===== src/rtl/fsc_pkg.sv =====
package fsc_pkg;

    // ********************************************************************
    // Register addresses
    // ********************************************************************
    localparam logic [7:0] ADDR_CONFIG = 8'h03;
    localparam logic [7:0] ADDR_CONFIG_ALT = 8'h09;
    localparam logic [7:0] ADDR_ONE_SHOT = 8'h0F;
    localparam logic [7:0] ADDR_CRIT_LIMIT = 8'h19;
    localparam logic [7:0] ADDR_COUNT_LOW = 8'h46;
    localparam logic [7:0] ADDR_COUNT_HIGH = 8'h47;
    localparam logic [7:0] ADDR_TACH_SETUP = 8'h4D;

    // ********************************************************************
    // Configuration field positions and reset values
    // ********************************************************************
    localparam int CFG_ALARM_MASK = 7;
    localparam int CFG_STANDBY = 6;
    localparam int CFG_FAN_OFF_STANDBY = 5;
    localparam int CFG_PIN_IS_TACH = 2;
    localparam int CFG_CRIT_OVERRIDE = 1;
    localparam int CFG_FAULT_FILTER = 0;
    localparam logic [7:0] CFG_WRITE_MASK = 8'hE7;
    localparam logic [7:0] CFG_RESET = 8'h00;
    localparam logic [7:0] CRIT_LIMIT_RESET = 8'h55;
    localparam logic [1:0] EDGE_CODE_RESET = 2'h1;
    localparam logic [1:0] FAULT_RUN_LEN = 2'h3;
    localparam int COUNT_LOW_DROP = 2;

    // ********************************************************************
    // Fan period measurement timing
    // ********************************************************************
    localparam int CLK_HZ = 200_000_000;
    localparam int TACH_TICK_HZ = 90_000;
    localparam int TACH_TICK_CYCLES = CLK_HZ / TACH_TICK_HZ;

    typedef enum logic [1:0] {
        FSC_EDGES_RSVD,
        FSC_EDGES_2,
        FSC_EDGES_3,
        FSC_EDGES_5
    } fsc_edge_code_t;

endpackage


===== src/rtl/fsc_tach_period.sv =====
module fsc_tach_period
    import fsc_pkg::*;
#(
    parameter int CNT_W = 16,
    parameter int TICK_CYCLES = TACH_TICK_CYCLES
) (
    input wire logic clk, // Device clock
    input wire logic srst, // Sync reset, active high
    input wire logic enable, // Pin is a tach input
    input wire logic tachIn, // Tach pin level
    input wire logic [1:0] edgeCode, // Edges per measurement
    input wire logic clock360k, // Fan clock is 360 kHz
    output logic [CNT_W-1:0] period // Latest scaled period count
);
    // A count narrower than a byte or a zero prescaler cannot be served
    if (CNT_W < 8 || TICK_CYCLES < 1) begin : g_bad_params
        $error("fsc_tach_period: bad parameters");
    end

    typedef enum logic [1:0] {ST_IDLE, ST_WAIT_FIRST, ST_COUNT} fsc_tach_state_t;

    fsc_tach_state_t state;
    logic tachPrev;
    logic [$clog2(TICK_CYCLES+1)-1:0] divCnt;
    logic [CNT_W-1:0] raw;
    logic [2:0] edgesLeft;
    logic rise;
    logic tick;
    logic [2:0] edgeTarget;
    logic [1:0] shift;
    logic [CNT_W+2:0] scaled;

    assign rise = tachIn & ~tachPrev;
    assign tick = (divCnt == '0);

    // Edge code to edge count and count multiple
    always_comb begin
        case (edgeCode)
            2'b10: begin edgeTarget = 3'd3; shift = 2'd1; end
            2'b11: begin edgeTarget = 3'd5; shift = 2'd0; end
            default: begin edgeTarget = 3'd2; shift = 2'd2; end // reserved 00 treated as 01
        endcase
        if (clock360k) begin
            shift = 2'd0; // Multiple of one at the fast fan clock
        end
        scaled = {3'b000, raw} << shift;
    end

    // Edge history; starts at the pulled-up idle level so reset makes no false edge
    always_ff @(posedge clk) begin
        if (srst) begin
            tachPrev <= 1'b1;
        end else begin
            tachPrev <= tachIn;
        end
    end

    // Tick prescaler sets the count resolution
    always_ff @(posedge clk) begin
        if (srst || tick) begin
            divCnt <= ($clog2(TICK_CYCLES+1))'(TICK_CYCLES - 1);
        end else begin
            divCnt <= divCnt - 1'b1;
        end
    end

    // Measure ticks from the first edge to the last counted edge
    always_ff @(posedge clk) begin
        if (srst) begin
            state <= ST_IDLE;
            raw <= '0;
            edgesLeft <= '0;
            period <= '1;
        end else begin
            case (state)
                ST_IDLE: begin
                    if (enable) state <= ST_WAIT_FIRST;
                end
                ST_WAIT_FIRST: begin
                    if (!enable) begin
                        state <= ST_IDLE;
                    end else if (rise) begin
                        raw <= '0;
                        edgesLeft <= edgeTarget - 3'd1;
                        state <= ST_COUNT;
                    end
                end
                ST_COUNT: begin
                    if (!enable) begin
                        state <= ST_IDLE;
                    end else begin
                        // Saturate so a very slow fan reads full scale
                        if (tick && raw != '1) raw <= raw + 1'b1;
                        if (rise) begin
                            if (edgesLeft == 3'd1) begin
                                period <= (|scaled[CNT_W+2:CNT_W]) ? '1 : scaled[CNT_W-1:0];
                                state <= ST_WAIT_FIRST;
                            end else begin
                                edgesLeft <= edgesLeft - 3'd1;
                            end
                        end
                    end
                end
                default: state <= ST_IDLE;
            endcase
        end
    end

endmodule // fsc_tach_period


===== src/rtl/fsc_config_tach.sv =====
module fsc_config_tach
    import fsc_pkg::*;
#(
    parameter int CNT_W = 16,
    parameter int TICK_CYCLES = TACH_TICK_CYCLES
) (
    input wire logic clk, // Device clock, 200 MHz
    input wire logic srst, // Power-on reset, sync, active high
    input wire logic [7:0] regAddr, // Register address from bus controller
    input wire logic [7:0] regWrData, // Write byte
    input wire logic regWrite, // Write strobe, one cycle
    input wire logic regRead, // Read strobe, one cycle
    output logic [7:0] regRdData, // Read byte, valid cycle after strobe
    input wire logic resultValid, // Remote conversion finished, pulse
    input wire logic resultOutside, // That result is outside the window
    input wire logic convDone, // Conversion engine idle again, pulse
    input wire logic tachPinIn, // Shared pin input level
    input wire logic clock360k, // Fan clock select is 360 kHz
    output logic alarmPinOut, // Shared pin drive value, always low
    output logic alarmPinOe, // Shared pin pulled low when high
    output logic convContinuous, // Continuous conversions enabled
    output logic convStartOnce, // Single conversion request, pulse
    output logic standby, // Low-power standby active
    output logic fanForceOff, // Fan output forced to disabled level
    output logic [7:0] critLimit // Remote critical temperature limit
);
    // Byte lanes of the count registers assume a 16-bit count
    if (CNT_W != 16) begin : g_bad_cnt_w
        $error("fsc_config_tach: count must be 16 bits");
    end

    // ********************************************************************
    // Storage
    // ********************************************************************
    logic [7:0] config_;
    logic [1:0] edgeCode;
    logic critUsed;
    logic [1:0] faultRun;
    logic alarmActive;
    logic [7:0] countHighLatch;
    logic [CNT_W-1:0] period;
    logic next_oneShot;
    logic critTake;

    // ********************************************************************
    // Register writes
    // ********************************************************************
    // Both addresses reach one config register, unused bits held zero
    always_ff @(posedge clk) begin
        if (srst) begin
            config_ <= CFG_RESET;
        end else if (regWrite && (regAddr == ADDR_CONFIG || regAddr == ADDR_CONFIG_ALT)) begin
            config_ <= regWrData & CFG_WRITE_MASK;
        end
    end

    // Edge-count field
    always_ff @(posedge clk) begin
        if (srst) begin
            edgeCode <= EDGE_CODE_RESET;
        end else if (regWrite && regAddr == ADDR_TACH_SETUP && regWrData[1:0] != 2'b00) begin
            edgeCode <= regWrData[1:0]; // reserved code ignored
        end
    end

    // Accepted only with the override bit set and the lock still open
    assign critTake = regWrite && regAddr == ADDR_CRIT_LIMIT && config_[CFG_CRIT_OVERRIDE]
                      && !critUsed;

    // One-time critical limit; only power-on reset reopens it
    always_ff @(posedge clk) begin
        if (srst) begin
            critLimit <= CRIT_LIMIT_RESET;
        end else if (critTake) begin
            critLimit <= regWrData;
        end
    end

    // Lock flag; the bus can never clear it, so a second write stays refused
    always_ff @(posedge clk) begin
        if (srst) begin
            critUsed <= 1'b0;
        end else if (critTake) begin
            critUsed <= 1'b1;
        end
    end

    // ********************************************************************
    // Conversion control
    // ********************************************************************
    // A one-shot is refused outside standby or while one is still running
    logic shotBusy;
    assign next_oneShot = regWrite && regAddr == ADDR_ONE_SHOT && config_[CFG_STANDBY]
                          && !shotBusy;

    // Mode outputs follow the standby bit two cycles after the write
    always_ff @(posedge clk) begin
        if (srst) begin
            convContinuous <= 1'b1;
            standby <= 1'b0;
        end else begin
            convContinuous <= !config_[CFG_STANDBY];
            standby <= config_[CFG_STANDBY];
        end
    end

    // Single-shot request, one cycle wide
    always_ff @(posedge clk) begin
        if (srst) begin
            convStartOnce <= 1'b0;
        end else begin
            convStartOnce <= next_oneShot;
        end
    end

    // Busy from the accepted request until the engine reports done
    always_ff @(posedge clk) begin
        if (srst) begin
            shotBusy <= 1'b0;
        end else if (next_oneShot) begin
            shotBusy <= 1'b1;
        end else if (convDone) begin
            shotBusy <= 1'b0;
        end
    end

    // Fan held at its disabled level only while standing by
    always_ff @(posedge clk) begin
        if (srst) begin
            fanForceOff <= 1'b0;
        end else begin
            fanForceOff <= config_[CFG_STANDBY] && config_[CFG_FAN_OFF_STANDBY];
        end
    end

    // ********************************************************************
    // Remote fault filter and shared pin
    // ********************************************************************
    // Run of consecutive outside results, saturating at the filter length
    always_ff @(posedge clk) begin
        if (srst) begin
            faultRun <= '0;
        end else if (resultValid) begin
            if (!resultOutside) begin
                faultRun <= '0;
            end else if (faultRun != FAULT_RUN_LEN) begin
                faultRun <= faultRun + 2'd1;
            end
        end
    end

    // Alarm flag; an inside result clears it, comparator style
    always_ff @(posedge clk) begin
        if (srst) begin
            alarmActive <= 1'b0;
        end else if (resultValid) begin
            if (!resultOutside) begin
                alarmActive <= 1'b0;
            end else if (!config_[CFG_FAULT_FILTER]) begin
                alarmActive <= 1'b1;
            end else if (faultRun >= FAULT_RUN_LEN - 2'd1) begin
                alarmActive <= 1'b1; // third in a row
            end
        end
    end

    // Drive value of the open-drain pin is fixed low
    always_ff @(posedge clk) begin
        if (srst) begin
            alarmPinOut <= 1'b0;
        end else begin
            alarmPinOut <= 1'b0;
        end
    end

    // Open drain: only ever pulls low, never in tach mode or when masked
    always_ff @(posedge clk) begin
        if (srst) begin
            alarmPinOe <= 1'b0;
        end else begin
            alarmPinOe <= alarmActive && !config_[CFG_ALARM_MASK]
                          && !config_[CFG_PIN_IS_TACH];
        end
    end

    // ********************************************************************
    // Fan period count
    // ********************************************************************
    fsc_tach_period #(
        .CNT_W(CNT_W),
        .TICK_CYCLES(TICK_CYCLES)
    ) u_period (
        .clk(clk),
        .srst(srst),
        .enable(config_[CFG_PIN_IS_TACH]),
        .tachIn(tachPinIn),
        .edgeCode(edgeCode),
        .clock360k(clock360k),
        .period(period)
    );

    // Low byte read freezes the high byte of the same measurement
    always_ff @(posedge clk) begin
        if (srst) begin
            countHighLatch <= '1;
        end else if (regRead && regAddr == ADDR_COUNT_LOW) begin
            countHighLatch <= period[15:8];
        end
    end

    // Registered read data; unmapped addresses read zero
    always_ff @(posedge clk) begin
        if (srst) begin
            regRdData <= '0;
        end else if (regRead) begin
            case (regAddr)
                ADDR_CONFIG, ADDR_CONFIG_ALT: regRdData <= config_;
                ADDR_CRIT_LIMIT: regRdData <= critLimit;
                ADDR_TACH_SETUP: regRdData <= {6'b00_0000, edgeCode};
                ADDR_COUNT_LOW: regRdData <= {period[7:COUNT_LOW_DROP], 2'b00};
                ADDR_COUNT_HIGH: regRdData <= countHighLatch;
                default: regRdData <= '0;
            endcase
        end
    end

endmodule // fsc_config_tach


===== config.mk =====
export PLATFORM = sky130hd
export DESIGN_NAME = fsc_config_tach
export DESIGN_NICKNAME = d
export VERILOG_FILES = /design/src/rtl/fsc_pkg.sv /design/src/rtl/fsc_tach_period.sv /design/src/rtl/fsc_config_tach.sv
export SDC_FILE = /design/constraint.sdc
export NUM_CORES = 1
export LEC_CHECK = 0
export BUFFER_PORTS_ARGS = -buffer_cell sky130_fd_sc_hd__buf_2
export CAP_MARGIN = 25
export CORE_MARGIN = 5
export CORE_UTILIZATION = 45
export CTS_BUF_LIST = sky130_fd_sc_hd__clkbuf_8
export DETAILED_ROUTE_END_ITERATION = 10
export RECOVER_POWER = 50
export SLEW_MARGIN = 15
export SYNTH_ARGS = -nofsm -noshare
export SYNTH_HDL_FRONTEND = slang
export SYNTH_SLANG_ARGS = --single-unit

===== constraint.sdc =====
create_clock -name clk -period 2.8 [get_ports clk]
set_input_delay 0.14 -clock clk [delete_from_list [all_inputs] [get_ports clk]]
set_output_delay 0.14 -clock clk [all_outputs]
set_load 0.01 [all_outputs]

* Word level (Yosys, flattened, before mapping)
Index checks and enable logic that the tools add are counted.
** Word-level totals
- Register bits after elaboration :: 92
- Input bits :: 25
- Output and inout port bits :: 22
** Cells by class
- Add/subtract/negate cells :: 5
- Magnitude comparators :: 1
- Eq/ne operators :: 26
- Shift-type cells :: 1
- Multiplexer cells :: 30
- Bitwise operators :: 2
- Reductions and logical operators :: 34
** Operators by type and width (count)
- $mux W16 :: 5
- $pmux W8 S5 :: 1
- $pmux W16 S2 :: 1
- $eq A8 B7 Y1 const B :: 3
- $shl A16 B2 Y19 :: 1
- $mux W2 :: 9
- $add A16 B1 Y16 const B :: 1
- $eq A8 B4 Y1 const B :: 2
- $ne A16 B16 Y1 const B :: 1
- $mux W3 :: 5
- $logic_and A1 B1 Y1 :: 14
- $logic_not A12 Y1 :: 1
- $ne A3 B2 Y1 const B :: 4
- $pmux W3 S2 :: 2
- $sub A12 B1 Y12 const B :: 1
- $ne A2 B2 Y1 const B :: 5
- $eq A8 B2 Y1 const B :: 1
- $eq A8 B5 Y1 const B :: 1
- $ne A2 B1 Y1 const B :: 4
- $reduce_and A4 Y1 :: 2
- $eq A2 B2 Y1 const B :: 3
- $pmux W2 S3 :: 1
- $reduce_and A6 Y1 :: 1
- $reduce_bool A2 Y1 :: 3
- 16 further kinds :: 27

* Logic depth before layout (Yosys ltp)
- Depth in word-level cells :: 6
- Mapped depth :: 8
- Gate-level depth less buffers :: 7

* By module
Synthesis repeated with hierarchy kept, for this count alone.
** Second synthesis, totals
- Cells, all modules :: 498
- Area, all modules :: 4384.2 um^2
** By module, submodules not included
- fsc_tach_period :: instances 1, cells each 294, area each 2534.9 um^2, seq. area each 1001.0 um^2
- fsc_config_tach :: instances 1, cells each 204, area each 1849.3 um^2, seq. area each 840.8 um^2

* Least setup slack after synthesis
OpenSTA, ideal clock, no wires.
- Path type :: reg-to-reg
- From :: register u_period.raw[0]
- To :: register u_period.raw[13]
- Setup time :: 0.122 ns
- Arrival time :: 1.830 ns
- Required time :: 2.678 ns
- Path slack :: 0.848 ns
- Stages on the path, launching flop included :: 8
- Cells stage by stage :: dfxtp_1 ha_1 nand4_1 or4_1 buf_2 nand2_2 nor3_1 a221o_1
** On the way
- Word-level cells in the longest chain between the ends :: 4
- Elaborated cells between the ends (all ways) :: 8
** RTL lines
- start, declared :: line fsc_tach_period.sv:25 : logic [CNT_W-1:0] raw;
- start signal, assigned :: line fsc_tach_period.sv:93 : if (tick && raw != '1) raw <= raw + 1'b1;
- $add A16 B1 Y16 / $ne A16 B16 Y1 (equally long branches) :: line fsc_tach_period.sv:93
- $mux W16 / $logic_and A1 B1 Y1 (equally long branches) :: line fsc_tach_period.sv:93
- $mux W16 / $ne A2 B1 Y1 (equally long branches)
- $pmux W16 S2 / $reduce_and A5 Y1 (equally long branches)
Several ways; a longest one is shown, not always the timed one. The select of a mux whose other input is x is not followed.
A chain may end at the register's enable or synchronous reset.

* Worst setup path after layout
- From :: register u_period.raw[0]
- To :: register u_period.raw[3]
The elaborated chain is that of the path after synthesis.

==> results.md <==
- The remaining routing DRC violations is 0.
- The achievable clock frequency is 447 MHz.
- Counting tap cells, the placed design contains a total of 664 instances.
- Summed over all nets, the switching power comes to 571 µW.
- Setup violations remaining at the end of the flow were counted as 0.
- Walking the worst path, the cells encountered are ha_1, nand4_1, or4_1, and2_4, nand3_1, o31ai_1.
- Summing all multi-input logic gate instances after layout gives 2270 µm².
- The post-synthesis sequential element count is 90.
- The vias after detailed routing is 3767.
- The sequential cell area in the final layout is 1800 µm².
- The number of cells on the worst reg-to-reg path is 6.
- The area growth from synthesis to final layout is 10.3%.
- The full die area is 11700 µm².
- From left edge to right edge, the die measures 108 µm.
- The endpoint identified for the worst register-to-register timing path is u_period.raw[3].
- The number of nets with antenna violations after detailed routing is 0.
- The HPWL reported at the end of detailed placement is 7.55 mm.
- The combinational fraction of design power is 5.5%.
- 47 I/O pins were placed.
- The final hold slack is 0.0196 ns.
- From bottom edge to top edge, the die measures 108 µm.
- Among all flip-flop cells after synthesis, the most frequent one is dfxtp_1.
- The worst min-delay path startpoint is regWrData[3].
- The post-route netlist has 9.71% of its cells at a drive strength greater than 1.
- The source of the worst register-to-register timing path is u_period.raw[0].
- At the later pin of the worst-skew pair, clock insertion delay measures 0.36 ns.
- After floorplanning, the core was divided into 35 placement rows.
- The total number of clock tree sinks is 90.
- The number of global-route vias before repair came to 3552.
- The wire length of the first global-routing pass is 17.5 mm.
- VDD sags by at most 0.315 mV.
- The final count of hold timing violations is 0.
- The netlist area before placement is 4320 µm².
- The number of vias per cell after detailed routing is 5.50.
- The total overflow left after global routing is 0.
- The area of the placeable core is 9280 µm².
- dfxtp_1 takes more of the synthesized area than any other cell.
- Internal power comes to 1760 µW.
- The switching fraction of total power is 24.4%.
- At the pin with the least slew margin, the transition time is 1.15 ns.
- The number of gates resized after CTS was 0.
- Routability-driven placement finished with a final weighted congestion of 0.865.
- The worst hold path passes through 3 cells.
- The clock root buffer is clkbuf_8.
- The initial antenna violation count is 0.
- Setup repair after global routing left no endpoint under its margin.
- For this block, the initial DRC count from the detailed router was 238.
- In the final design database the tool counted 583 nets.
- The top cell type by area accounts for 41.7% of the synthesized area.
- The slowest library cell on the worst path is or4_1.
- The count of TritonRoute iterations in the first routing pass is 5.
- The reported leakage power is 0.00178 µW.
- The class of the tightest hold or removal check is in -> reg.
- The deepest level of the CTS H-tree is 3.
- The number of clock buffers added by TritonCTS is 9.
- The final count of pins violating max slew is 0.
- STA puts the critical path data required time at 3.03 ns.
- The category of the worst setup path capture point is a flip-flop.
- In this run the power density over the cells is 490 nW/µm².
- Max-cap violations in this run came to 0.
- The type of the worst setup path is reg -> reg.
- The worst path needs 2.24 ns of the cycle, external delays included.
- During synthesis, Yosys emitted a total of 0 warnings.
- The TritonCTS clock tree is done.
- The run finished with clean final reports.
- The normalized max-slew margin is 23.1%.
- The synthesized netlist net count is 553.
- For this block, the routed nets add up to 10.4 mm of wire.
- The fraction of synthesis flops using an asynchronous set or reset pin is 0%.
- The layout filler cell count is 942.
- The mean area per synthesized cell is 8.29 µm².
- The buffer depth of the longest clock path is 2.
- Summing internal, switching and leakage power gives 2330 µW.
- The arrival time at the worst endpoint is 2.47 ns.
- For the final database, setup skew stands at 0.0155 ns.
- The register-to-register setup slack is 0.56 ns.
- Excluding fillers, the count of instances in the completed layout stands at 685.
- The number of enable flip-flop cells after synthesis is 0.
- The maximum fanout encountered on the critical timing path is 6.
- The starting density of the core is 46.5%.
- The startpoint type of the worst setup path is a flip-flop.
- The sequential fraction of design power is 55.9%.
- The largest net degree at the start of global routing is 32.
- Synthesis produced a netlist whose cell count is 521.
- The clock network fraction of total power is 38.6%.
- The number of input and output port buffers inserted is 45.
- After detailed routing, the average wire length per cell comes to 15.2 µm.
- The register clock-pin slew on the reported worst setup and hold paths is 0.10 ns.
- Summed over all failing endpoints, the final setup total negative slack is 0 ns.
- The endpoint with the worst hold slack is critLimit[3].
- In this run, distinct cell masters in the synthesized netlist total 65.
- By area the synthesized netlist is led by dfxtp_1, nand2_1, nor2_1.
- On the worst path, the slowest cell contributes a delay of 0.69 ns.
- The overall fraction of global-route tracks in use is 18.6%.
- The sequential share of the synthesized area is 41.7%.
- The post-route clock period utilization is 80.0%.
- The repair_antennas step left the layout with diodes totalling 0.
power groups by stage:
stage          registers [µW]  clock network [µW]  logic (µW)
6_report                 1300                 901         129
5_1_grt                  1310                 985         145
4_1_cts                  1300                 930         133
3_5_place_dp             1330                   0         127
3_3_place_gp             1330                   0         126
2_1_floorplan            1340                   0        74.8
flip-flops by register name (all words and copies together), names as in the netlist, 2 cells and up:
signal / flops
u_period.period: 14
u_period.state: 2
regRdData: 8
u_period.divCnt: 12
edgeCode: 2
u_period.edgesLeft: 3
countHighLatch: 8
config_: 6
faultRun: 2
u_period.raw: 16
critLimit: 8
per-stage QoR:
stage	area [µm²]	worst slack, ns	util (%)
floorplan	4320	0.848	-
global placement	4560	0.666	49.1
detailed placement	4560	0.610	49.1
CTS	4810	0.577	51.8
global route	4760	0.337	51.3
finish	4760	0.561	51.3
logic make-up after synthesis:
| group | share of synthesized area (%) |
|---|---|
| mux | 3.71 |
| xor+xnor | 1.82 |
| simple gates | 28.4 |
| fa+ha+maj | 2.03 |
| flops | 41.7 |
| other cells | 0.0868 |
| compound gates | 16.8 |
| buf+inv | 5.47 |
cell usage after synthesis, types with 3 or more instances:
library cell / count
a211oi_1: 3
a21o_1: 3
a21oi_1: 26
a222oi_1: 8
a311oi_1: 7
a31oi_1: 9
and2_1: 3
buf_1: 5
buf_2: 7
buf_4: 6
clkbuf_1: 14
dfxtp_1: 90
ha_1: 7
inv_1: 14
mux2i_1: 16
nand2_1: 88
nand2b_1: 6
nand3_1: 29
nand3b_1: 3
nand4_1: 6
nor2_1: 50
nor2b_1: 9
nor3_1: 13
nor3b_1: 3
o211ai_1: 6
o21ai_0: 9
o22ai_1: 14
o31ai_1: 6
or2_2: 4
or3_1: 4
or4_1: 3
xnor2_1: 5
xor2_1: 4
cells in the final DEF, fill, tap and decap left out, types with 7 or more instances in the layout:
cell type / instances
a21oi_1: 26
a222oi_1: 8
a311oi_1: 7
a31oi_1: 9
buf_2: 22
clkbuf_1: 24
clkbuf_8: 9
dfxtp_1: 90
ha_1: 7
inv_1: 15
mux2i_1: 16
nand2_1: 88
nand3_1: 29
nor2_1: 50
nor2b_1: 9
nor3_1: 14
o21ai_0: 9
o22ai_1: 14
how the worst max path moves through the flow:
| stage | from | endpoint | slack [ns] | cells after the start |
|---|---|---|---|---|
| floorplan | u_period.raw[0] | u_period.raw[13] | 0.85 | 7 |
| global placement | u_period.raw[0] | u_period.raw[3] | 0.67 | 6 |
| detailed placement | u_period.raw[0] | u_period.raw[4] | 0.61 | 6 |
| CTS | u_period.raw[0] | u_period.raw[3] | 0.58 | 6 |
| global route | regAddr[4] | countHighLatch[1] | 0.34 | 7 |
| finish | u_period.raw[0] | u_period.raw[3] | 0.56 | 6 |
what timing repair did:
action                    CTS  global route
hold endpoints to repair    5             0
hold buffers                5             0
buffers inserted            0             0
worst max-delay path, delay by kind of cell (launching register included):
family / cells / cell delay, ns
fa+ha+maj: 1 / 0.23
simple gates: 4 / 1.33
flops: 1 / 0.43
compound gates: 1 / 0.12
area by class of cell:
cell class                      instances  share of cell area [%]
Clock buffer                            9                    2.60
Clock inverter                          7                    1.58
Inverter                               14                    1.10
Multi-Input combinational cell        381                    47.6
Sequential cell                        90                    37.8
Tap cell                              129                    3.39
Timing Repair Buffer                   55                    5.89
metal layers:
| layer | global-route usage [%] | part of all wire [%] | vias to the layer above |
|---|---|---|---|
| li1 | - | - | 1922 |
| met1 | 24.6 | 46 | 1738 |
| met2 | 31.3 | 47 | 102 |
| met3 | 4.18 | 5.7 | 5 |
| met4 | 3.61 | 0.65 | 0 |
| met5 | 0 | 0 | - |
No activity file was read; power rests on OpenSTA's default activity.
